### config.mk
export PLATFORM = sky130hd
export DESIGN_NAME = shr_regs
export DESIGN_NICKNAME = d
export VERILOG_FILES = /design/src/verilog/shr_regs.v
export VERILOG_INCLUDE_DIRS = /design/src /design/src/include
export SDC_FILE = /design/constraint.sdc
export NUM_CORES = 1
export LEC_CHECK = 0
export ABC_CLOCK_PERIOD_IN_PS = 2900
export BUFFER_PORTS_ARGS = -buffer_cell sky130_fd_sc_hd__buf_4
export CAP_MARGIN = 20
export CORE_ASPECT_RATIO = 0.6
export CORE_MARGIN = 4
export CORE_UTILIZATION = 39
export DETAILED_ROUTE_END_ITERATION = 10
export GPL_TIMING_DRIVEN = 0
export PLACE_DENSITY = 0.6
export RECOVER_POWER = 100
export SETUP_SLACK_MARGIN = 0.1
export SLEW_MARGIN = 40
export SYNTH_ARGS = -nofsm -noshare
export SYNTH_HDL_FRONTEND = slang
export SYNTH_SLANG_ARGS = --single-unit
### constraint.sdc
create_clock -name clk -period 2.9 [get_ports clk]
set_clock_uncertainty 0.1 [all_clocks]
set_input_delay 0.29 -clock clk [delete_from_list [all_inputs] [get_ports clk]]
set_output_delay 0.29 -clock clk [all_outputs]
set_load 0.03 [all_outputs]
### src/include/shr_defs.vh
// Constants for the host controller register front end.
`ifndef SHR_DEFS_VH
`define SHR_DEFS_VH
// Configuration space byte offsets.
`define SHR_CFG_BASE0   8'h20
`define SHR_CFG_BASE1   8'h21
`define SHR_CFG_SVID0   8'h2C
`define SHR_CFG_SVID1   8'h2D
`define SHR_CFG_SID0    8'h2E
`define SHR_CFG_SID1    8'h2F
`define SHR_CFG_ILINE   8'h3C
`define SHR_CFG_IPIN    8'h3D
`define SHR_CFG_HCFG    8'h40
// I/O window offsets.
`define SHR_IO_STATUS   4'h0
`define SHR_IO_CONTROL  4'h2
`define SHR_IO_CMDCODE  4'h3
`define SHR_IO_TARGET   4'h4
`define SHR_IO_DATA0    4'h5
`define SHR_IO_DATA1    4'h6
`define SHR_IO_BLOCK    4'h7
// Reset and fixed values.
`define SHR_IPIN_VALUE  8'h02
`define SHR_BASE_RST    12'h000
`define SHR_BYTE_RST    8'h00
// Host status bit positions.
`define SHR_ST_BYTE     7
`define SHR_ST_INUSE    6
`define SHR_ST_ALERT    5
`define SHR_ST_FAILED   4
`define SHR_ST_BUSERR   3
`define SHR_ST_DEVERR   2
`define SHR_ST_DONE     1
`define SHR_ST_BUSY     0
// Host control and configuration bit positions.
`define SHR_HC_IRQEN    0
`define SHR_HC_KILL     1
`define SHR_HC_SEL_LO   2
`define SHR_HC_SEL_HI   4
`define SHR_HC_LAST     5
`define SHR_HC_START    6
`define SHR_CF_ENABLE   0
`define SHR_CF_SMI      1
`define SHR_CF_I2C      2
// First reserved command code.
`define SHR_SEL_FIRST_BAD 3'h6
`endif

### src/verilog/shr_regs.v
// Register front end and status logic of the two-wire bus host controller.
`timescale 1ns/1ps
`include "shr_defs.vh"

// Every access is a single-cycle request and is answered on the next edge.
// The answer comes whether or not the request hits a register, so a
// master never waits on a miss or on a disabled I/O window.
// Configuration space is decoded on the low address byte only.
// The I/O window is sixteen bytes wide and moves with the base register.
// Status flags are sticky: hardware sets them and software writes ones
// to clear them. A set in the same cycle as a clear wins, so an event
// that lands during the clear is never lost.
// The alert flag sits in the resume well and so outlives a core reset.
// Any pending flag except byte-done holds the interrupt pin and also bars new starts.
// That keeps software from stacking commands on an unserviced result.
// The bus engine itself lives outside this block; it sees only the
// start, abort and block write strobes and the stored command fields.

module shr_regs #(
  parameter [15:0] SUBSYS_VENDOR = 16'h5A5A, // Arbitrary identity value.
  parameter [15:0] SUBSYS_ID     = 16'hA5C3  // Arbitrary identity value.
) (
  input  wire        clk,
  input  wire        reset_n,
  input  wire        resume_reset_n,
  input  wire        acc_valid,
  input  wire        acc_write,
  input  wire        acc_io,
  input  wire [15:0] acc_addr,
  input  wire [7:0]  acc_wdata,
  input  wire        io_space_en,
  input  wire        alert_is_gpio,
  input  wire        ev_alert,
  input  wire        ev_byte,
  input  wire        ev_heartbeat,
  input  wire        ev_collision,
  input  wire        ev_device_error_flag,
  input  wire        ev_done_ok,
  input  wire        eng_load,
  input  wire [7:0]  eng_d0,
  input  wire [7:0]  eng_d1,
  input  wire        blk_rx_valid,
  input  wire [7:0]  blk_rx_data,
  output reg  [7:0]  acc_rdata_q,
  output reg         acc_ack_q,
  output reg         cmd_start_q,
  output reg         cmd_abort_q,
  output reg         blk_wr_stb_q,
  output wire [2:0]  command_select,
  output wire        last_byte,
  output wire        i2c_mode,
  output wire [7:0]  command_code,
  output wire [7:0]  target_address,
  output wire [7:0]  data_byte_0,
  output wire [7:0]  data_byte_1,
  output wire [7:0]  block_data,
  output wire        busy,
  output reg         pci_irq_line_b_n,
  output reg         system_mgmt_irq_n
);

  // Flag update: a hardware set in the same cycle as a clear wins.
  function w1c_next;
    input cur;
    input set;
    input clr;
    begin
      w1c_next = set | (cur & ~clr);
    end
  endfunction

  // Offset match inside the I/O window, shared by the command, target, data, block and status-read strobes.
  function io_match;
    input [3:0] off;
    input [3:0] want;
    begin
      io_match = (off == want);
    end
  endfunction

  reg [11:0] base_q;
  reg [7:0]  iline_q;
  reg [2:0]  hcfg_q;
  reg [5:0]  hctl_q;
  reg [7:0]  cmdcode_q;
  reg [7:0]  target_q;
  reg [7:0]  data0_q;
  reg [7:0]  data1_q;
  reg [7:0]  block_q;
  reg        byte_done_q;
  reg        inuse_q;
  reg        alert_q;
  reg        failed_q;
  reg        bus_err_q;
  reg        device_error_flag_q;
  reg        done_q;
  reg        busy_q;

  wire       cfg_acc;
  wire       io_hit;
  wire [3:0] io_off;
  wire       io_wr;
  wire       io_rd;
  wire       cfg_wr;
  wire [7:0] st_clr;
  wire       ctl_wr;
  wire       any_flag;
  wire       start_req;
  wire       start_bad;
  wire       start_ok;
  wire       kill_req;
  wire       route_smi;
  wire       wr_cmd;
  wire       wr_tgt;
  wire       wr_d0;
  wire       wr_d1;
  wire       wr_blk;
  wire       rd_sta;

  // Access decode: config space by low byte, I/O space by the base window.
  assign cfg_acc = acc_valid & ~acc_io;
  assign io_hit  = acc_valid & acc_io & io_space_en &
                   (acc_addr[15:4] == base_q);
  assign io_off  = acc_addr[3:0];
  assign io_wr   = io_hit & acc_write;
  assign io_rd   = io_hit & ~acc_write;
  assign cfg_wr  = cfg_acc & acc_write;

  // Per-register strobes; the status clear, control write and read mux repeat their own offset decodes.
  assign wr_cmd = io_wr & io_match(io_off, `SHR_IO_CMDCODE);
  assign wr_tgt = io_wr & io_match(io_off, `SHR_IO_TARGET);
  assign wr_d0  = io_wr & io_match(io_off, `SHR_IO_DATA0);
  assign wr_d1  = io_wr & io_match(io_off, `SHR_IO_DATA1);
  assign wr_blk = io_wr & io_match(io_off, `SHR_IO_BLOCK);
  assign rd_sta = io_rd & io_match(io_off, `SHR_IO_STATUS);

  // Write-one-to-clear mask for the status register.
  assign st_clr = (io_wr && io_off == `SHR_IO_STATUS) ?
                  acc_wdata : 8'h00;

  // Pending interrupt sources; the alert flag counts as one.
  assign any_flag = done_q | device_error_flag_q | bus_err_q |
                    failed_q | alert_q;

  // A start is only taken when enabled, idle and nothing is pending.
  assign ctl_wr    = io_wr && (io_off == `SHR_IO_CONTROL);
  assign start_req = ctl_wr & acc_wdata[`SHR_HC_START] &
                     hcfg_q[`SHR_CF_ENABLE] & ~busy_q &
                     ~any_flag;
  assign start_bad = start_req &
    (acc_wdata[`SHR_HC_SEL_HI:`SHR_HC_SEL_LO] >=
     `SHR_SEL_FIRST_BAD);
  assign start_ok  = start_req & ~start_bad;
  assign kill_req  = ctl_wr & acc_wdata[`SHR_HC_KILL] & busy_q;

  // Management interrupt routing needs both the config and enable bits.
  assign route_smi = hcfg_q[`SHR_CF_SMI] &
                     hctl_q[`SHR_HC_IRQEN];

  // Outputs straight from the stored registers.
  assign command_select = hctl_q[`SHR_HC_SEL_HI:`SHR_HC_SEL_LO];
  assign last_byte      = hctl_q[`SHR_HC_LAST];
  assign i2c_mode       = hcfg_q[`SHR_CF_I2C];
  assign command_code   = cmdcode_q;
  assign target_address = target_q;
  assign data_byte_0    = data0_q;
  assign data_byte_1    = data1_q;
  assign block_data     = block_q;
  assign busy           = busy_q;

  // Configuration space writes; only base, scratch and config hold state.
  always @(posedge clk) begin
    if (!reset_n) begin
      base_q  <= `SHR_BASE_RST;
      iline_q <= `SHR_BYTE_RST;
      hcfg_q  <= 3'h0;
    end else if (cfg_wr) begin
      if (acc_addr[7:0] == `SHR_CFG_BASE0) begin
        base_q[3:0] <= acc_wdata[7:4];
      end else if (acc_addr[7:0] == `SHR_CFG_BASE1) begin
        base_q[11:4] <= acc_wdata;
      end else if (acc_addr[7:0] == `SHR_CFG_ILINE) begin
        iline_q <= acc_wdata;
      end else if (acc_addr[7:0] == `SHR_CFG_HCFG) begin
        hcfg_q <= acc_wdata[2:0];
      end
    end
  end

  // I/O registers written by software; engine results overwrite data.
  // Software is expected to stay away while busy, so the engine wins.
  always @(posedge clk) begin
    if (!reset_n) begin
      hctl_q    <= 6'h00;
      cmdcode_q <= `SHR_BYTE_RST;
      target_q  <= `SHR_BYTE_RST;
      data0_q   <= `SHR_BYTE_RST;
      data1_q   <= `SHR_BYTE_RST;
      block_q   <= `SHR_BYTE_RST;
    end else begin
      if (ctl_wr) begin
        hctl_q <= acc_wdata[5:0];
      end
      if (wr_cmd) begin
        cmdcode_q <= acc_wdata;
      end
      if (wr_tgt) begin
        target_q <= acc_wdata;
      end
      if (eng_load) begin
        data0_q <= eng_d0;
        data1_q <= eng_d1;
      end else begin
        if (wr_d0) begin
          data0_q <= acc_wdata;
        end
        if (wr_d1) begin
          data1_q <= acc_wdata;
        end
      end
      if (blk_rx_valid) begin
        block_q <= blk_rx_data;
      end else if (wr_blk) begin
        block_q <= acc_wdata;
      end
    end
  end

  // Command launch, abort and block write strobes, one cycle each.
  always @(posedge clk) begin
    if (!reset_n) begin
      cmd_start_q  <= 1'b0;
      cmd_abort_q  <= 1'b0;
      blk_wr_stb_q <= 1'b0;
    end else begin
      cmd_start_q  <= start_ok;
      cmd_abort_q  <= kill_req;
      blk_wr_stb_q <= wr_blk;
    end
  end

  // Busy runs from an accepted start to the first terminating event.
  // A start and an end cannot meet: starts are refused while busy.
  always @(posedge clk) begin
    if (!reset_n) begin
      busy_q <= 1'b0;
    end else if (start_ok) begin
      busy_q <= 1'b1;
    end else if (busy_q & (ev_done_ok | ev_device_error_flag |
                           ev_collision | kill_req)) begin
      busy_q <= 1'b0;
    end
  end

  // Sticky status flags kept in the core well.
  always @(posedge clk) begin
    if (!reset_n) begin
      byte_done_q <= 1'b0;
      failed_q    <= 1'b0;
      bus_err_q   <= 1'b0;
      device_error_flag_q   <= 1'b0;
      done_q      <= 1'b0;
    end else begin
      byte_done_q <= w1c_next(byte_done_q,
                       ev_byte & ~ev_heartbeat,
                       st_clr[`SHR_ST_BYTE]);
      failed_q    <= w1c_next(failed_q, kill_req,
                       st_clr[`SHR_ST_FAILED]);
      bus_err_q   <= w1c_next(bus_err_q, busy_q & ev_collision,
                       st_clr[`SHR_ST_BUSERR]);
      device_error_flag_q   <= w1c_next(device_error_flag_q,
                       start_bad | (busy_q & ev_device_error_flag),
                       st_clr[`SHR_ST_DEVERR]);
      done_q      <= w1c_next(done_q,
                       busy_q & ev_done_ok & hctl_q[`SHR_HC_IRQEN],
                       st_clr[`SHR_ST_DONE]);
    end
  end

  // The alert flag lives in the resume well, so only that reset
  // clears it; a core reset leaves a pending alert in place.
  always @(posedge clk) begin
    if (!resume_reset_n) begin
      alert_q <= 1'b0;
    end else begin
      alert_q <= w1c_next(alert_q, ev_alert & ~alert_is_gpio,
                          st_clr[`SHR_ST_ALERT]);
    end
  end

  // Ownership semaphore: a status read hands out zero once, then one.
  // A write of one rearms it; it drives no other logic.
  always @(posedge clk) begin
    if (!reset_n) begin
      inuse_q <= 1'b0;
    end else if (st_clr[`SHR_ST_INUSE]) begin
      inuse_q <= 1'b0;
    end else if (rd_sta) begin
      inuse_q <= 1'b1;
    end
  end

  // Interrupt pins follow the pending flags, steered by the routing.
  // Registered to keep the pins glitch free; this costs one cycle.
  always @(posedge clk) begin
    if (!reset_n) begin
      pci_irq_line_b_n  <= 1'b1;
      system_mgmt_irq_n <= 1'b1;
    end else begin
      pci_irq_line_b_n  <= ~(any_flag & ~route_smi);
      system_mgmt_irq_n <= ~(any_flag & route_smi);
    end
  end

  // Read data and acknowledge, one cycle after the request.
  // Unmapped offsets and reserved bits read as zero.
  always @(posedge clk) begin
    if (!reset_n) begin
      acc_rdata_q <= 8'h00;
      acc_ack_q   <= 1'b0;
    end else begin
      acc_ack_q   <= acc_valid;
      acc_rdata_q <= 8'h00;
      if (cfg_acc && !acc_write) begin
        if (acc_addr[7:0] == `SHR_CFG_BASE0) begin
          acc_rdata_q <= {base_q[3:0], 4'h1};
        end else if (acc_addr[7:0] == `SHR_CFG_BASE1) begin
          acc_rdata_q <= base_q[11:4];
        end else if (acc_addr[7:0] == `SHR_CFG_SVID0) begin
          acc_rdata_q <= SUBSYS_VENDOR[7:0];
        end else if (acc_addr[7:0] == `SHR_CFG_SVID1) begin
          acc_rdata_q <= SUBSYS_VENDOR[15:8];
        end else if (acc_addr[7:0] == `SHR_CFG_SID0) begin
          acc_rdata_q <= SUBSYS_ID[7:0];
        end else if (acc_addr[7:0] == `SHR_CFG_SID1) begin
          acc_rdata_q <= SUBSYS_ID[15:8];
        end else if (acc_addr[7:0] == `SHR_CFG_ILINE) begin
          acc_rdata_q <= iline_q;
        end else if (acc_addr[7:0] == `SHR_CFG_IPIN) begin
          acc_rdata_q <= `SHR_IPIN_VALUE;
        end else if (acc_addr[7:0] == `SHR_CFG_HCFG) begin
          acc_rdata_q <= {5'h00, hcfg_q};
        end
      end else if (io_rd) begin
        if (io_off == `SHR_IO_STATUS) begin
          acc_rdata_q <= {byte_done_q, inuse_q, alert_q, failed_q,
                          bus_err_q, device_error_flag_q, done_q, busy_q};
        end else if (io_off == `SHR_IO_CONTROL) begin
          // Start and last-byte are write-only and read zero.
          acc_rdata_q <= {3'h0, hctl_q[4:0]};
        end else if (io_off == `SHR_IO_CMDCODE) begin
          acc_rdata_q <= cmdcode_q;
        end else if (io_off == `SHR_IO_TARGET) begin
          acc_rdata_q <= target_q;
        end else if (io_off == `SHR_IO_DATA0) begin
          acc_rdata_q <= data0_q;
        end else if (io_off == `SHR_IO_DATA1) begin
          acc_rdata_q <= data1_q;
        end else if (io_off == `SHR_IO_BLOCK) begin
          acc_rdata_q <= block_q;
        end
      end
    end
  end

endmodule // shr_regs

==> results of run 1 <==
[layer usage]
metal	track usage, %	up-vias
li1	-	2283
met1	35.8	2341
met2	35.7	242
met3	9.25	12
met4	3.29	0
met5	0	-
[stage by stage]
| step | hold WS, ns | utilization [%] | std cells | total power (µW) | area, µm² |
|---|---|---|---|---|---|
| 2_1_floorplan | 0.311 | - | 565 | 1550 | 4860 |
| 3_3_place_gp | 0.371 | 48.5 | 840 | 1740 | 5890 |
| 3_5_place_dp | 0.378 | 48.5 | 840 | 1740 | 5890 |
| 4_1_cts | 0.0940 | 51.1 | 854 | 2960 | 6210 |
| 5_1_grt | 0.105 | 49.3 | 854 | 3020 | 5980 |
| 6_report | 0.0991 | 49.3 | 854 | 2930 | 5980 |
[placed cells by master (no fill, tap or decap), drive strengths merged, types with 6 or more instances in the layout]
| cell type | Yosys | routed |
|---|---|---|
| mux2i | 47 | 47 |
| clkbuf | 39 | 117 |
| nand2b | 6 | 6 |
| nor2 | 60 | 60 |
| nor3b | 30 | 30 |
| a22oi | 6 | 6 |
| nand4 | 9 | 9 |
| nand3 | 13 | 13 |
| nand2 | 29 | 29 |
| mux4 | 6 | 6 |
| dfxtp | 91 | 91 |
| xor2 | 12 | 12 |
| nor2b | 34 | 34 |
| inv | 8 | 8 |
| nor3 | 29 | 29 |
| a21oi | 15 | 15 |
| buf | 17 | 60 |
| nor4 | 32 | 32 |
| o21ai | 21 | 21 |
| or4 | 7 | 7 |
[sequential cells by signal, indices dropped and copies added, names as in the netlist, 3 cells and up]
name            count
acc_rdata_q         8
hcfg_q              3
base_q             12
data_byte_0         8
data_byte_1         8
iline_q             8
target_address      8
hctl_q              6
command_code        8
block_data          8
[power by group through the flow]
stage | clock network, µW | logic, µW | registers (µW)
2_1_floorplan | 0 | 182 | 1370
4_1_cts | 1240 | 413 | 1310
6_report | 1230 | 398 | 1310
3_5_place_dp | 0 | 410 | 1330
3_3_place_gp | 0 | 407 | 1330
5_1_grt | 1290 | 424 | 1310
[worst paths after layout]
| kind | end | cells after the start | start |
|---|---|---|---|
| worst min-delay path | acc_ack_q | 2 | acc_valid |
| worst max-delay path | iline_q[7] | 7 | acc_addr[3] |
| worst min register to register | hcfg_q[2] | 2 | hcfg_q[2] |
| worst max register to register | data_byte_1[6] | 8 | base_q[9] |
[kinds of logic after synthesis]
| family | share of synthesized area, % |
|---|---|
| xor gates and xnor gates | 2.34 |
| and+or+nand+nor | 32.6 |
| buffers and inverters | 5.66 |
| muxes | 12.5 |
| DFF | 37.5 |
| AOI/OAI and AO/OA | 9.45 |
[cell type report]
type | instances | share of cell area (%)
clock inverter | 3 | 1.09
multi-input combinational | 410 | 46.6
buffer | 56 | 4.12
sequential | 91 | 30.4
clock buffer | 11 | 3.89
timing repair buffer | 110 | 9.91
tap | 165 | 3.45
inverter | 8 | 0.502
[synth_stat cells (all sizes together), types with 2 or more instances]
cell type / count / area share, %
dfxtp: 91 / 37
or4b: 2 / 0.41
or3: 3 / 0.39
clkbuf: 39 / 3.0
a22oi: 6 / 0.93
o32ai: 3 / 0.54
a221o: 2 / 0.41
xor2: 12 / 2.2
and2: 4 / 0.51
nor2: 60 / 4.6
nor3: 29 / 3.0
nand4b: 2 / 0.36
o311ai: 2 / 0.36
buf: 17 / 2.0
o21ai: 21 / 2.2
nor4bb: 4 / 0.82
a221oi: 2 / 0.36
mux2i: 47 / 9.7
a21oi: 15 / 1.5
nor4b: 3 / 0.80
or4: 7 / 1.2
nand2b: 6 / 0.77
o31ai: 2 / 0.31
mux4: 6 / 2.8
nand2: 29 / 2.2
nor2b: 34 / 4.4
inv: 8 / 0.62
nand3: 13 / 1.3
or2: 2 / 0.26
nor4: 32 / 5.1
nor3b: 30 / 4.6
a21boi: 4 / 0.62
o22ai: 4 / 0.51
nand4: 9 / 1.2
[timing repair]
item	CTS	global route
gates cloned	0	0
gates resized for setup	2	5
setup buffers	0	0
endpoints found under the setup margin	16	24
pin swaps	0	1
==> flow_summary.html, run 1 <==
<table>
<tr><th>Metric</th><th>Value</th></tr>
<tr><th colspan="2">Drt</th></tr>
<tr><td>Post-detailed-route wirelength per cell</td><td>21.4 µm</td></tr>
<tr><td>DRC violation count after routing</td><td>0</td></tr>
<tr><td>Post-DRT Antenna Nets</td><td>0</td></tr>
<tr><td>Detail Route met2 WL</td><td>7.27 mm</td></tr>
<tr><td>Routed length on met1</td><td>8.92 mm</td></tr>
<tr><td>Max layer used</td><td>met4</td></tr>
<tr><td>Via count</td><td>4,878</td></tr>
<tr><td>Total iterations of the first detailed-routing run</td><td>5</td></tr>
<tr><td>Vias per Instance</td><td>5.71</td></tr>
<tr><td>Drt total wl</td><td>18.3 mm</td></tr>
<tr><td>Iter 0 DRT Violations</td><td>465</td></tr>
<tr><td>Routed length on met3</td><td>1.97 mm</td></tr>
<tr><th colspan="2">Logic synthesis</th></tr>
<tr><td>Post-synth EDFFs</td><td>0</td></tr>
<tr><td>Netlist cell types</td><td>60</td></tr>
<tr><td>Per-instance average area after synthesis</td><td>8.60 µm²</td></tr>
<tr><td>Post-synth design cell area</td><td>4860 µm²</td></tr>
<tr><td>Warning count from the yosys run</td><td>0</td></tr>
<tr><td>Post-synthesis sequential area ratio</td><td>37.5%</td></tr>
<tr><td>Cells after Synth</td><td>565</td></tr>
<tr><td>Post-Synthesis Net Count</td><td>629</td></tr>
<tr><td>Synth Flop Type</td><td>sky130_fd_sc_hd__dfxtp_1</td></tr>
<tr><td>Share of flip-flops with an asynchronous set or reset</td><td>0%</td></tr>
<tr><td>Yosys reg bits</td><td>91</td></tr>
<tr><th colspan="2">Status</th></tr>
<tr><td>Result of the run</td><td>completed</td></tr>
<tr><th colspan="2">Global route</th></tr>
<tr><td>All-layer global routing usage</td><td>24.7%</td></tr>
<tr><td>Largest net degree at the start of global routing</td><td>14</td></tr>
<tr><td>Overflow after GRT</td><td>0</td></tr>
<tr><td>Global-route wire length before repair</td><td>27.2 mm</td></tr>
<tr><td>Number of antenna violations at the first check in global routing</td><td>0</td></tr>
<tr><td>Vias in the first global route</td><td>4,612</td></tr>
<tr><th colspan="2">Worst setup path</th></tr>
<tr><td>List of cells traversed by the critical path</td><td>clkbuf_1 &gt; clkbuf_1 &gt; nand4b_1 &gt; nor4b_2 &gt; nand3_2 &gt; mux2i_1 &gt; nor2_1</td></tr>
<tr><td>Cell class contributing the biggest share of worst-path delay</td><td>simple AND/OR/NAND/NOR gates</td></tr>
<tr><td>Nature of the critical path endpoint</td><td>register</td></tr>
<tr><td>Critical path buffer and inverter count</td><td>2</td></tr>
<tr><td>Crit path largest cell delay</td><td>0.81 ns</td></tr>
<tr><td>Dominant cell type by count on the critical path</td><td>sky130_fd_sc_hd__clkbuf_1</td></tr>
<tr><td>Data required time of the worst path</td><td>3.00 ns</td></tr>
<tr><td>Critical-path cell with the highest stage delay</td><td>sky130_fd_sc_hd__nor4b_2</td></tr>
<tr><td>Signal arrival time at the worst endpoint</td><td>2.91 ns</td></tr>
<tr><td>CP Max Fanout</td><td>10</td></tr>
<tr><td>Startpoint type of the worst setup path</td><td>input pin</td></tr>
<tr><td>Kind of critical path</td><td>input pin to register</td></tr>
<tr><td>Worst reg-to-reg setup slack</td><td>0.14 ns</td></tr>
<tr><th colspan="2">Clocking</th></tr>
<tr><td>Quantity of hold-fixing buffers added after cts</td><td>0</td></tr>
<tr><td>Clock insertion delay at the later pin of the skew report</td><td>0.34 ns</td></tr>
<tr><td>CTS tree</td><td>built</td></tr>
<tr><td>Number of clock sinks seen by CTS</td><td>91</td></tr>
<tr><td>Clock transition at the registers of the reported paths</td><td>0.06 ns</td></tr>
<tr><td>Deepest clock path buffer count</td><td>2</td></tr>
<tr><td>H-tree levels</td><td>3</td></tr>
<tr><td>Clock Root Buffer</td><td>sky130_fd_sc_hd__clkbuf_16</td></tr>
<tr><td>Number of buffers created by CTS</td><td>9</td></tr>
<tr><th colspan="2">Min path</th></tr>
<tr><td>Hold crit path type</td><td>input pin to register</td></tr>
<tr><th colspan="2">Floorplan</th></tr>
<tr><td>Starting density of the core</td><td>40.0%</td></tr>
<tr><td>Die X</td><td>152 µm</td></tr>
<tr><td>Core area</td><td>12,100 µm²</td></tr>
<tr><td>Vert. Die Dim</td><td>94.5 µm</td></tr>
<tr><td>Row count</td><td>31</td></tr>
<tr><td>Num ports</td><td>124</td></tr>
<tr><td>Full die area</td><td>14,400 µm²</td></tr>
<tr><th colspan="2">Final layout</th></tr>
<tr><td>Fraction of layout cells with a size suffix above 1</td><td>13.4%</td></tr>
<tr><td>Layout Area Growth over Synthesis</td><td>23.1%</td></tr>
<tr><td>Diode insertion count for antenna repair</td><td>0</td></tr>
<tr><td>Total number of nets in the final design</td><td>750</td></tr>
<tr><td>Area occupied by multi-input gates</td><td>2790 µm²</td></tr>
<tr><td>Fill cell total of the finished layout</td><td>1,237</td></tr>
<tr><td>Seq. cell area</td><td>1820 µm²</td></tr>
<tr><th colspan="2">Timing</th></tr>
<tr><td>Final Hold Vio Count</td><td>0</td></tr>
<tr><td>Worst path setup slack after routing</td><td>0.0959 ns</td></tr>
<tr><td>Number of max-slew violations in the final report</td><td>0</td></tr>
<tr><td>Relative slew slack</td><td>42.6%</td></tr>
<tr><td>Unrepaired setup endpoints after global routing</td><td>yes</td></tr>
<tr><td>Post-route setup TNS</td><td>0 ns</td></tr>
<tr><td>Post-route minimum period</td><td>2.80 ns</td></tr>
<tr><td>Worst-Margin Slew</td><td>0.854 ns</td></tr>
<tr><td>Ratio of final minimum period to clock period</td><td>96.7%</td></tr>
<tr><td>Maximum achievable frequency</td><td>357 MHz</td></tr>
<tr><td>Number of failing setup endpoints in the final timing report</td><td>0</td></tr>
<tr><th colspan="2">Pwr</th></tr>
<tr><td>Share of total power in the clock network</td><td>41.8%</td></tr>
<tr><td>Internal power of the cells</td><td>2160 µW</td></tr>
<tr><td>Share of power burned in combinational logic</td><td>13.6%</td></tr>
<tr><td>Sequential Power Share</td><td>44.6%</td></tr>
<tr><td>Switching Power</td><td>769 µW</td></tr>
<tr><td>Static leakage</td><td>0.00232 µW</td></tr>
<tr><td>Switching Share</td><td>26.3%</td></tr>
<tr><td>Largest vdd supply drop</td><td>0.269 mV</td></tr>
<tr><td>Power density over the cells</td><td>490 nW/µm²</td></tr>
<tr><th colspan="2">Flow run</th></tr>
<tr><td>Max-Cap Viols</td><td>0</td></tr>
<tr><th colspan="2">Placed design</th></tr>
<tr><td>Placed wire-length estimate after detailed placement</td><td>14.1 mm</td></tr>
<tr><td>Gpl congestion</td><td>0.977</td></tr>
<tr><td>Pre-CTS setup slack</td><td>-0.192 ns</td></tr>
<tr><td>Number of buffers added on ports</td><td>110</td></tr>
</table>
(Power assumes the default switching activity.)
==> run 2: changes to the inputs <==
==> constraint.sdc (replaced) <==
create_clock -name clk -period 2.9 [get_ports clk]
set_clock_uncertainty 0.1 [all_clocks]
set_input_delay 0 -clock clk [delete_from_list [all_inputs] [get_ports clk]]
set_output_delay 0 -clock clk [all_outputs]
set_load 0.03 [all_outputs]
==> run 2 against run 1 <==
Register-to-register slack worse by 0.03 ns. Clock power barely moved. Non-clock buffer count rose by 45. Largest cell class unchanged. Sequential power about the same. Combinational power rose by 12%. Via count up 4.8%. Global-route usage is 0.84 points higher. Die area did not move. First-iteration DRC count rose by 7.1%. Critical path type is now register to register. Count of clock-buffer cells in the layout is the same.
==> flow_summary.html, run 2 (same netlist as run 1, synthesis figures left out) <==
<table>
<tr><th>Metric</th><th>Value</th></tr>
<tr><th colspan="2">Clocking</th></tr>
<tr><td>Clock transition at the registers of the reported paths</td><td>0.06 ns</td></tr>
<tr><td>Number of clock sinks seen by CTS</td><td>91</td></tr>
<tr><td>Clock Root Buffer</td><td>sky130_fd_sc_hd__clkbuf_16</td></tr>
<tr><td>Clock insertion delay at the later pin of the skew report</td><td>0.34 ns</td></tr>
<tr><td>H-tree levels</td><td>3</td></tr>
<tr><td>Number of buffers created by CTS</td><td>9</td></tr>
<tr><td>CTS tree</td><td>built</td></tr>
<tr><td>Deepest clock path buffer count</td><td>2</td></tr>
<tr><th colspan="2">Final layout</th></tr>
<tr><td>Layout Area Growth over Synthesis</td><td>32.0%</td></tr>
<tr><td>Most frequent standard cell in the layout excluding fill and tap cells</td><td>sky130_fd_sc_hd__clkbuf_1</td></tr>
<tr><td>Max reg flops</td><td>12</td></tr>
<tr><td>Total number of nets in the final design</td><td>795</td></tr>
<tr><td>Register with the most flip-flops</td><td>base_q</td></tr>
<tr><td>Most frequent cells in the layout</td><td>sky130_fd_sc_hd__clkbuf_1 (106), sky130_fd_sc_hd__dfxtp_1 (91), sky130_fd_sc_hd__nor2_1 (60), sky130_fd_sc_hd__buf_4 (51), sky130_fd_sc_hd__mux2i_1 (47)</td></tr>
<tr><td>Final instance area</td><td>6420 µm²</td></tr>
<tr><td>Fraction of layout cells with a size suffix above 1</td><td>12.3%</td></tr>
<tr><td>Diode insertion count for antenna repair</td><td>0</td></tr>
<tr><th colspan="2">Pwr</th></tr>
<tr><td>Sequential Power Share</td><td>44.0%</td></tr>
<tr><td>Internal power of the cells</td><td>2200 µW</td></tr>
<tr><td>Power density over the cells</td><td>463 nW/µm²</td></tr>
<tr><td>Largest vdd supply drop</td><td>0.267 mV</td></tr>
<tr><td>Share of power burned in combinational logic</td><td>15.0%</td></tr>
<tr><td>Static leakage</td><td>0.00250 µW</td></tr>
<tr><td>Switching Share</td><td>26.1%</td></tr>
<tr><td>Switching Power</td><td>774 µW</td></tr>
<tr><td>Share of total power in the clock network</td><td>41.1%</td></tr>
<tr><td>Overall power of the completed layout</td><td>2970 µW</td></tr>
<tr><th colspan="2">Timing</th></tr>
<tr><td>Unrepaired setup endpoints after global routing</td><td>yes</td></tr>
<tr><td>Final Hold Vio Count</td><td>0</td></tr>
<tr><td>Post-route setup TNS</td><td>0 ns</td></tr>
<tr><td>Relative slew slack</td><td>39.8%</td></tr>
<tr><td>Worst path setup slack after routing</td><td>0.114 ns</td></tr>
<tr><td>Post-route minimum period</td><td>2.79 ns</td></tr>
<tr><td>Worst-Margin Slew</td><td>0.901 ns</td></tr>
<tr><td>Number of max-slew violations in the final report</td><td>0</td></tr>
<tr><td>Maximum achievable frequency</td><td>359 MHz</td></tr>
<tr><td>Worst hold margin</td><td>0.0474 ns</td></tr>
<tr><td>Number of failing setup endpoints in the final timing report</td><td>0</td></tr>
<tr><td>Ratio of final minimum period to clock period</td><td>96.1%</td></tr>
<tr><th colspan="2">Worst setup path</th></tr>
<tr><td>Dominant cell type by count on the critical path</td><td>sky130_fd_sc_hd__or4_1</td></tr>
<tr><td>Critical-path cell with the highest stage delay</td><td>sky130_fd_sc_hd__or4_1</td></tr>
<tr><td>Signal arrival time at the worst endpoint</td><td>2.93 ns</td></tr>
<tr><td>CP Max Fanout</td><td>10</td></tr>
<tr><td>Nature of the critical path endpoint</td><td>register</td></tr>
<tr><td>Startpoint type of the worst setup path</td><td>register</td></tr>
<tr><td>Data required time of the worst path</td><td>3.05 ns</td></tr>
<tr><td>List of cells traversed by the critical path</td><td>xor2_1 &gt; or4_1 &gt; buf_2 &gt; or4_1 &gt; clkbuf_1 &gt; buf_6 &gt; nor3b_1 &gt; nor4_2</td></tr>
<tr><td>Cell class contributing the biggest share of worst-path delay</td><td>simple AND/OR/NAND/NOR gates</td></tr>
<tr><td>Critical path buffer and inverter count</td><td>3</td></tr>
<tr><td>Kind of critical path</td><td>register to register</td></tr>
<tr><td>Crit path largest cell delay</td><td>0.55 ns</td></tr>
<tr><th colspan="2">Global route</th></tr>
<tr><td>Vias in the first global route</td><td>4,857</td></tr>
<tr><td>Number of antenna violations at the first check in global routing</td><td>0</td></tr>
<tr><td>Global-route wire length before repair</td><td>28.3 mm</td></tr>
<tr><td>Overflow after GRT</td><td>0</td></tr>
<tr><td>All-layer global routing usage</td><td>25.5%</td></tr>
<tr><td>Largest net degree at the start of global routing</td><td>14</td></tr>
<tr><th colspan="2">Floorplan</th></tr>
<tr><td>Row count</td><td>31</td></tr>
<tr><td>Starting density of the core</td><td>40.0%</td></tr>
<tr><td>Core area</td><td>12,100 µm²</td></tr>
<tr><td>Full die area</td><td>14,400 µm²</td></tr>
<tr><td>Die X</td><td>152 µm</td></tr>
<tr><td>Num ports</td><td>124</td></tr>
<tr><td>Vert. Die Dim</td><td>94.5 µm</td></tr>
<tr><th colspan="2">Placed design</th></tr>
<tr><td>Number of buffers added on ports</td><td>110</td></tr>
<tr><td>Gpl congestion</td><td>0.977</td></tr>
<tr><td>Placed wire-length estimate after detailed placement</td><td>14.1 mm</td></tr>
<tr><td>Pre-CTS setup slack</td><td>0.000751 ns</td></tr>
<tr><td>Post-place instance area</td><td>5890 µm²</td></tr>
<tr><th colspan="2">Flow run</th></tr>
<tr><td>Max-Cap Viols</td><td>0</td></tr>
<tr><th colspan="2">Drt</th></tr>
<tr><td>Post-detailed-route wirelength per cell</td><td>20.9 µm</td></tr>
<tr><td>Iter 0 DRT Violations</td><td>498</td></tr>
<tr><td>Drt total wl</td><td>18.8 mm</td></tr>
<tr><td>DRC violation count after routing</td><td>0</td></tr>
<tr><td>Via count</td><td>5,114</td></tr>
<tr><td>Total iterations of the first detailed-routing run</td><td>5</td></tr>
<tr><td>Vias per Instance</td><td>5.69</td></tr>
<tr><td>Post-DRT Antenna Nets</td><td>0</td></tr>
<tr><th colspan="2">Status</th></tr>
<tr><td>Result of the run</td><td>completed</td></tr>
<tr><th colspan="2">Min path</th></tr>
<tr><td>Hold crit path type</td><td>input pin to register</td></tr>
</table>
## run 2: layer usage
| layer | GRT usage [%] | wire length (µm) | vias up |
|---|---|---|---|
| met3 | 9.57 | 2060 | 20 |
| met4 | 3.96 | 177 | 0 |
| met5 | 0 | 0 | - |
| li1 | - | - | 2379 |
| met2 | 37.6 | 7520 | 291 |
| met1 | 36.2 | 9000 | 2424 |
## run 2: final timing paths
| path | start | end | slack, ns | depth (start not counted) |
|---|---|---|---|---|
| setup / recovery | base_q[9] | data_byte_1[6] | 0.11 | 8 |
| hold / removal | eng_load | data_byte_0[1] | 0.05 | 3 |
| setup reg to reg | base_q[9] | data_byte_1[6] | 0.11 | 8 |
| hold reg to reg | hcfg_q[2] | hcfg_q[2] | 0.39 | 2 |
## run 2: layout make-up
class | instances | area (µm²)
buffer | 56 | 239
clock buffer | 11 | 233
timing repair buffer | 155 | 1030
tap | 165 | 206
inverter | 8 | 30.0
multi-input combinational | 410 | 2790
fill | 1195 | 5720
clock inverter | 3 | 65.1
sequential | 91 | 1820
## run 2: timing repair
item | CTS | global route
gates cloned | 0 | 0
pin swaps | 0 | 2
setup endpoints to repair | 16 | 18
endpoints found under the hold margin | 36 | 2
hold buffers | 42 | 1
resized for setup | 2 | 4
buffers inserted | 0 | 2
## run 2: tightest hold or removal path, delay by kind of cell
family                 cells  cell delay (ns)
AND/OR/NAND/NOR            2             0.26
buffers and inverters      1             0.18
## run 2: per-stage QoR
stage	utilization [%]	std cells
after floorplan	-	565
after global placement	48.5	840
after detailed placement	48.5	840
after CTS	54.6	896
after global routing	52.8	899
final	52.8	899
## run 2: power by group through the flow
stage                     logic (µW)  registers (µW)  clock network (µW)
after floorplan                  182            1370                   0
after global placement           407            1330                   0
after detailed placement         410            1330                   0
after CTS                        456            1310                1240
after global routing             473            1310                1290
final                            445            1310                1220
==> run 3: changes to the inputs <==
CELL_PAD_IN_SITES_DETAIL_PLACEMENT = 1   (was not set)
CELL_PAD_IN_SITES_GLOBAL_PLACEMENT = 1   (was not set)
PLACE_DENSITY = 0.78   (was 0.6)
==> run 3 against run 2 <==
Flip-flop and latch count stayed put. Non-clock buffer count decreased by 1. Largest cell class unchanged. Sequential share of layout area decreased by 0.083 points. Count of clock-buffer cells in the layout decreased by 1. Highest routed layer unchanged. Critical path type unchanged. Via count up 3.1%.
==> flow_summary.html, run 3 (same netlist as run 1, synthesis figures left out) <==
<table>
<tr><th>Metric</th><th>Value</th></tr>
<tr><th colspan="2">Status</th></tr>
<tr><td>Result of the run</td><td>completed</td></tr>
<tr><th colspan="2">Global route</th></tr>
<tr><td>Overflow after GRT</td><td>0</td></tr>
<tr><td>Vias in the first global route</td><td>5,366</td></tr>
<tr><td>Number of antenna violations at the first check in global routing</td><td>0</td></tr>
<tr><td>All-layer global routing usage</td><td>28.5%</td></tr>
<tr><td>Largest net degree at the start of global routing</td><td>16</td></tr>
<tr><td>Global-route wire length before repair</td><td>31.8 mm</td></tr>
<tr><th colspan="2">Pwr</th></tr>
<tr><td>Largest vdd supply drop</td><td>0.270 mV</td></tr>
<tr><td>Internal power of the cells</td><td>2230 µW</td></tr>
<tr><td>Switching Share</td><td>27.1%</td></tr>
<tr><td>Share of total power in the clock network</td><td>42.5%</td></tr>
<tr><td>Power density over the cells</td><td>476 nW/µm²</td></tr>
<tr><td>Share of power burned in combinational logic</td><td>14.7%</td></tr>
<tr><td>Static leakage</td><td>0.00251 µW</td></tr>
<tr><td>Switching Power</td><td>829 µW</td></tr>
<tr><td>Sequential Power Share</td><td>42.8%</td></tr>
<tr><th colspan="2">Worst setup path</th></tr>
<tr><td>Crit path capture</td><td>data_byte_1[6]</td></tr>
<tr><td>Nature of the critical path endpoint</td><td>register</td></tr>
<tr><td>Beginning of the critical path</td><td>base_q[10]</td></tr>
<tr><td>Terminus of the critical flop-to-flop path</td><td>data_byte_1[6]</td></tr>
<tr><td>Depth of the worst register-to-register path</td><td>8</td></tr>
<tr><td>Kind of critical path</td><td>register to register</td></tr>
<tr><td>Startpoint type of the worst setup path</td><td>register</td></tr>
<tr><td>Data required time of the worst path</td><td>3.05 ns</td></tr>
<tr><td>Worst reg2reg path startpoint</td><td>base_q[10]</td></tr>
<tr><td>Signal arrival time at the worst endpoint</td><td>2.99 ns</td></tr>
<tr><td>CP Max Fanout</td><td>10</td></tr>
<tr><td>Worst reg-to-reg setup slack</td><td>0.07 ns</td></tr>
<tr><th colspan="2">Drt</th></tr>
<tr><td>Via count</td><td>5,273</td></tr>
<tr><td>Vias per Instance</td><td>5.87</td></tr>
<tr><td>Post-DRT Antenna Nets</td><td>0</td></tr>
<tr><td>Total iterations of the first detailed-routing run</td><td>5</td></tr>
<tr><td>Post-detailed-route wirelength per cell</td><td>23.1 µm</td></tr>
<tr><td>Iter 0 DRT Violations</td><td>457</td></tr>
<tr><td>Drt total wl</td><td>20.8 mm</td></tr>
<tr><td>DRC violation count after routing</td><td>0</td></tr>
<tr><th colspan="2">Final layout</th></tr>
<tr><td>Most frequent standard cell in the layout excluding fill and tap cells</td><td>sky130_fd_sc_hd__clkbuf_1</td></tr>
<tr><td>Fill cell total of the finished layout</td><td>1,474</td></tr>
<tr><td>Fraction of layout cells with a size suffix above 1</td><td>12.7%</td></tr>
<tr><td>Register with the most flip-flops</td><td>base_q</td></tr>
<tr><td>Final cell count without fillers</td><td>899</td></tr>
<tr><td>Layout Area Growth over Synthesis</td><td>32.4%</td></tr>
<tr><td>Final instance area</td><td>6430 µm²</td></tr>
<tr><td>Most frequent cells in the layout</td><td>sky130_fd_sc_hd__clkbuf_1 (104), sky130_fd_sc_hd__dfxtp_1 (91), sky130_fd_sc_hd__nor2_1 (60), sky130_fd_sc_hd__buf_4 (53), sky130_fd_sc_hd__mux2i_1 (47)</td></tr>
<tr><td>Total number of nets in the final design</td><td>794</td></tr>
<tr><td>Max reg flops</td><td>12</td></tr>
<tr><td>Diode insertion count for antenna repair</td><td>0</td></tr>
<tr><th colspan="2">Timing</th></tr>
<tr><td>Post-route minimum period</td><td>2.83 ns</td></tr>
<tr><td>Unrepaired setup endpoints after global routing</td><td>yes</td></tr>
<tr><td>Worst-Margin Slew</td><td>1.24 ns</td></tr>
<tr><td>Number of failing setup endpoints in the final timing report</td><td>0</td></tr>
<tr><td>Maximum achievable frequency</td><td>353 MHz</td></tr>
<tr><td>Ratio of final minimum period to clock period</td><td>97.7%</td></tr>
<tr><td>Final Hold Vio Count</td><td>0</td></tr>
<tr><td>Number of max-slew violations in the final report</td><td>0</td></tr>
<tr><td>Relative slew slack</td><td>16.2%</td></tr>
<tr><th colspan="2">Floorplan</th></tr>
<tr><td>Full die area</td><td>14,400 µm²</td></tr>
<tr><td>Row count</td><td>31</td></tr>
<tr><td>Starting density of the core</td><td>40.0%</td></tr>
<tr><td>Core area</td><td>12,100 µm²</td></tr>
<tr><td>Num ports</td><td>124</td></tr>
<tr><td>Vert. Die Dim</td><td>94.5 µm</td></tr>
<tr><td>Die X</td><td>152 µm</td></tr>
<tr><th colspan="2">Placed design</th></tr>
<tr><td>Number of buffers added on ports</td><td>110</td></tr>
<tr><td>Gpl congestion</td><td>0.931</td></tr>
<tr><td>Post-place instance area</td><td>5900 µm²</td></tr>
<tr><td>Placed wire-length estimate after detailed placement</td><td>15.5 mm</td></tr>
<tr><td>Placed instance count</td><td>840</td></tr>
<tr><th colspan="2">Clocking</th></tr>
<tr><td>CTS tree</td><td>built</td></tr>
<tr><td>Clock insertion delay at the later pin of the skew report</td><td>0.35 ns</td></tr>
<tr><td>Number of buffers created by CTS</td><td>9</td></tr>
<tr><td>Clock transition at the registers of the reported paths</td><td>0.07 ns</td></tr>
<tr><td>Number of clock sinks seen by CTS</td><td>91</td></tr>
<tr><td>Deepest clock path buffer count</td><td>2</td></tr>
<tr><td>H-tree levels</td><td>3</td></tr>
<tr><td>Clock Root Buffer</td><td>sky130_fd_sc_hd__clkbuf_16</td></tr>
<tr><th colspan="2">Min path</th></tr>
<tr><td>Hold crit path type</td><td>input pin to register</td></tr>
<tr><th colspan="2">Flow run</th></tr>
<tr><td>Max-Cap Viols</td><td>0</td></tr>
</table>
-- run 3: worst min-delay path by stage --
stage / endpoint / cells past startpoint / from / slack (ns)
finish: cmd_abort_q / 3 / acc_addr[2] / 0.02
global route: cmd_abort_q / 3 / acc_addr[2] / 0.02
CTS: cmd_abort_q / 3 / acc_addr[2] / 0.006
detailed placement: device_error_flag_q / 3 / ev_device_error_flag / 0.16
global placement: acc_ack_q / 2 / acc_valid / 0.15
floorplan: acc_ack_q / 1 / acc_valid / 0.02
-- run 3: worst max-delay path, stage by stage (launching register included) --
cell and delay, ns:
sky130_fd_sc_hd__dfxtp_1 0.35, sky130_fd_sc_hd__xor2_1 0.22, sky130_fd_sc_hd__or3_1 0.40, sky130_fd_sc_hd__clkbuf_1 0.25
sky130_fd_sc_hd__or4_1 0.62, sky130_fd_sc_hd__clkbuf_1 0.21, sky130_fd_sc_hd__buf_6 0.18, sky130_fd_sc_hd__nor3b_1 0.15
sky130_fd_sc_hd__nor4_2 0.25
-- run 3: power by group through the flow --
stage	logic, µW	registers, µW	clock network (µW)
finish	449	1310	1300
global route	479	1310	1370
CTS	458	1310	1310
detailed placement	414	1340	0
global placement	402	1340	0
floorplan	182	1370	0
-- run 3: what timing repair did --
action / in CTS / in global routing
hold buffers: 42 / 0
setup endpoints to repair: 16 / 15
cloned: 0 / 0
gates resized for setup: 2 / 4
endpoints found under the hold margin: 40 / 0
buffers inserted: 0 / 2
pin swaps: 0 / 1
-- run 3: through the flow --
stage	setup slack (ns)	TNS [ns]	util, %	power, µW	hold slack, ns
after global routing	0.0256	0	53.0	3160	0.0243
after detailed placement	-0.0374	-0.0552	48.6	1750	0.163
final	0.0678	0	53.0	3060	0.0231
after CTS	0.122	0	54.9	3080	0.00573
after global placement	0.0584	0	48.5	1740	0.149
after floorplan	0.464	0	-	1550	0.0217
-- run 3: routing by layer --
| metal | track usage [%] | up-vias | wire, µm |
|---|---|---|---|
| met5 | 0 | - | 0 |
| met2 | 44.6 | 243 | 9130 |
| met1 | 40.8 | 2646 | 9710 |
| met4 | 5.76 | 0 | 233 |
| li1 | - | 2361 | - |
| met3 | 6.09 | 23 | 1720 |
-- run 3: layout make-up --
type / instances / area [µm²] / area share (%)
buffer: 56 / 238 / 3.69
clock buffer: 10 / 239 / 3.71
clock inverter: 5 / 86.3 / 1.34
inverter: 8 / 30.0 / 0.467
multi-input combinational: 410 / 2790 / 43.3
sequential: 91 / 1820 / 28.3
tap: 165 / 206 / 3.21
timing repair buffer: 154 / 1030 / 16.0
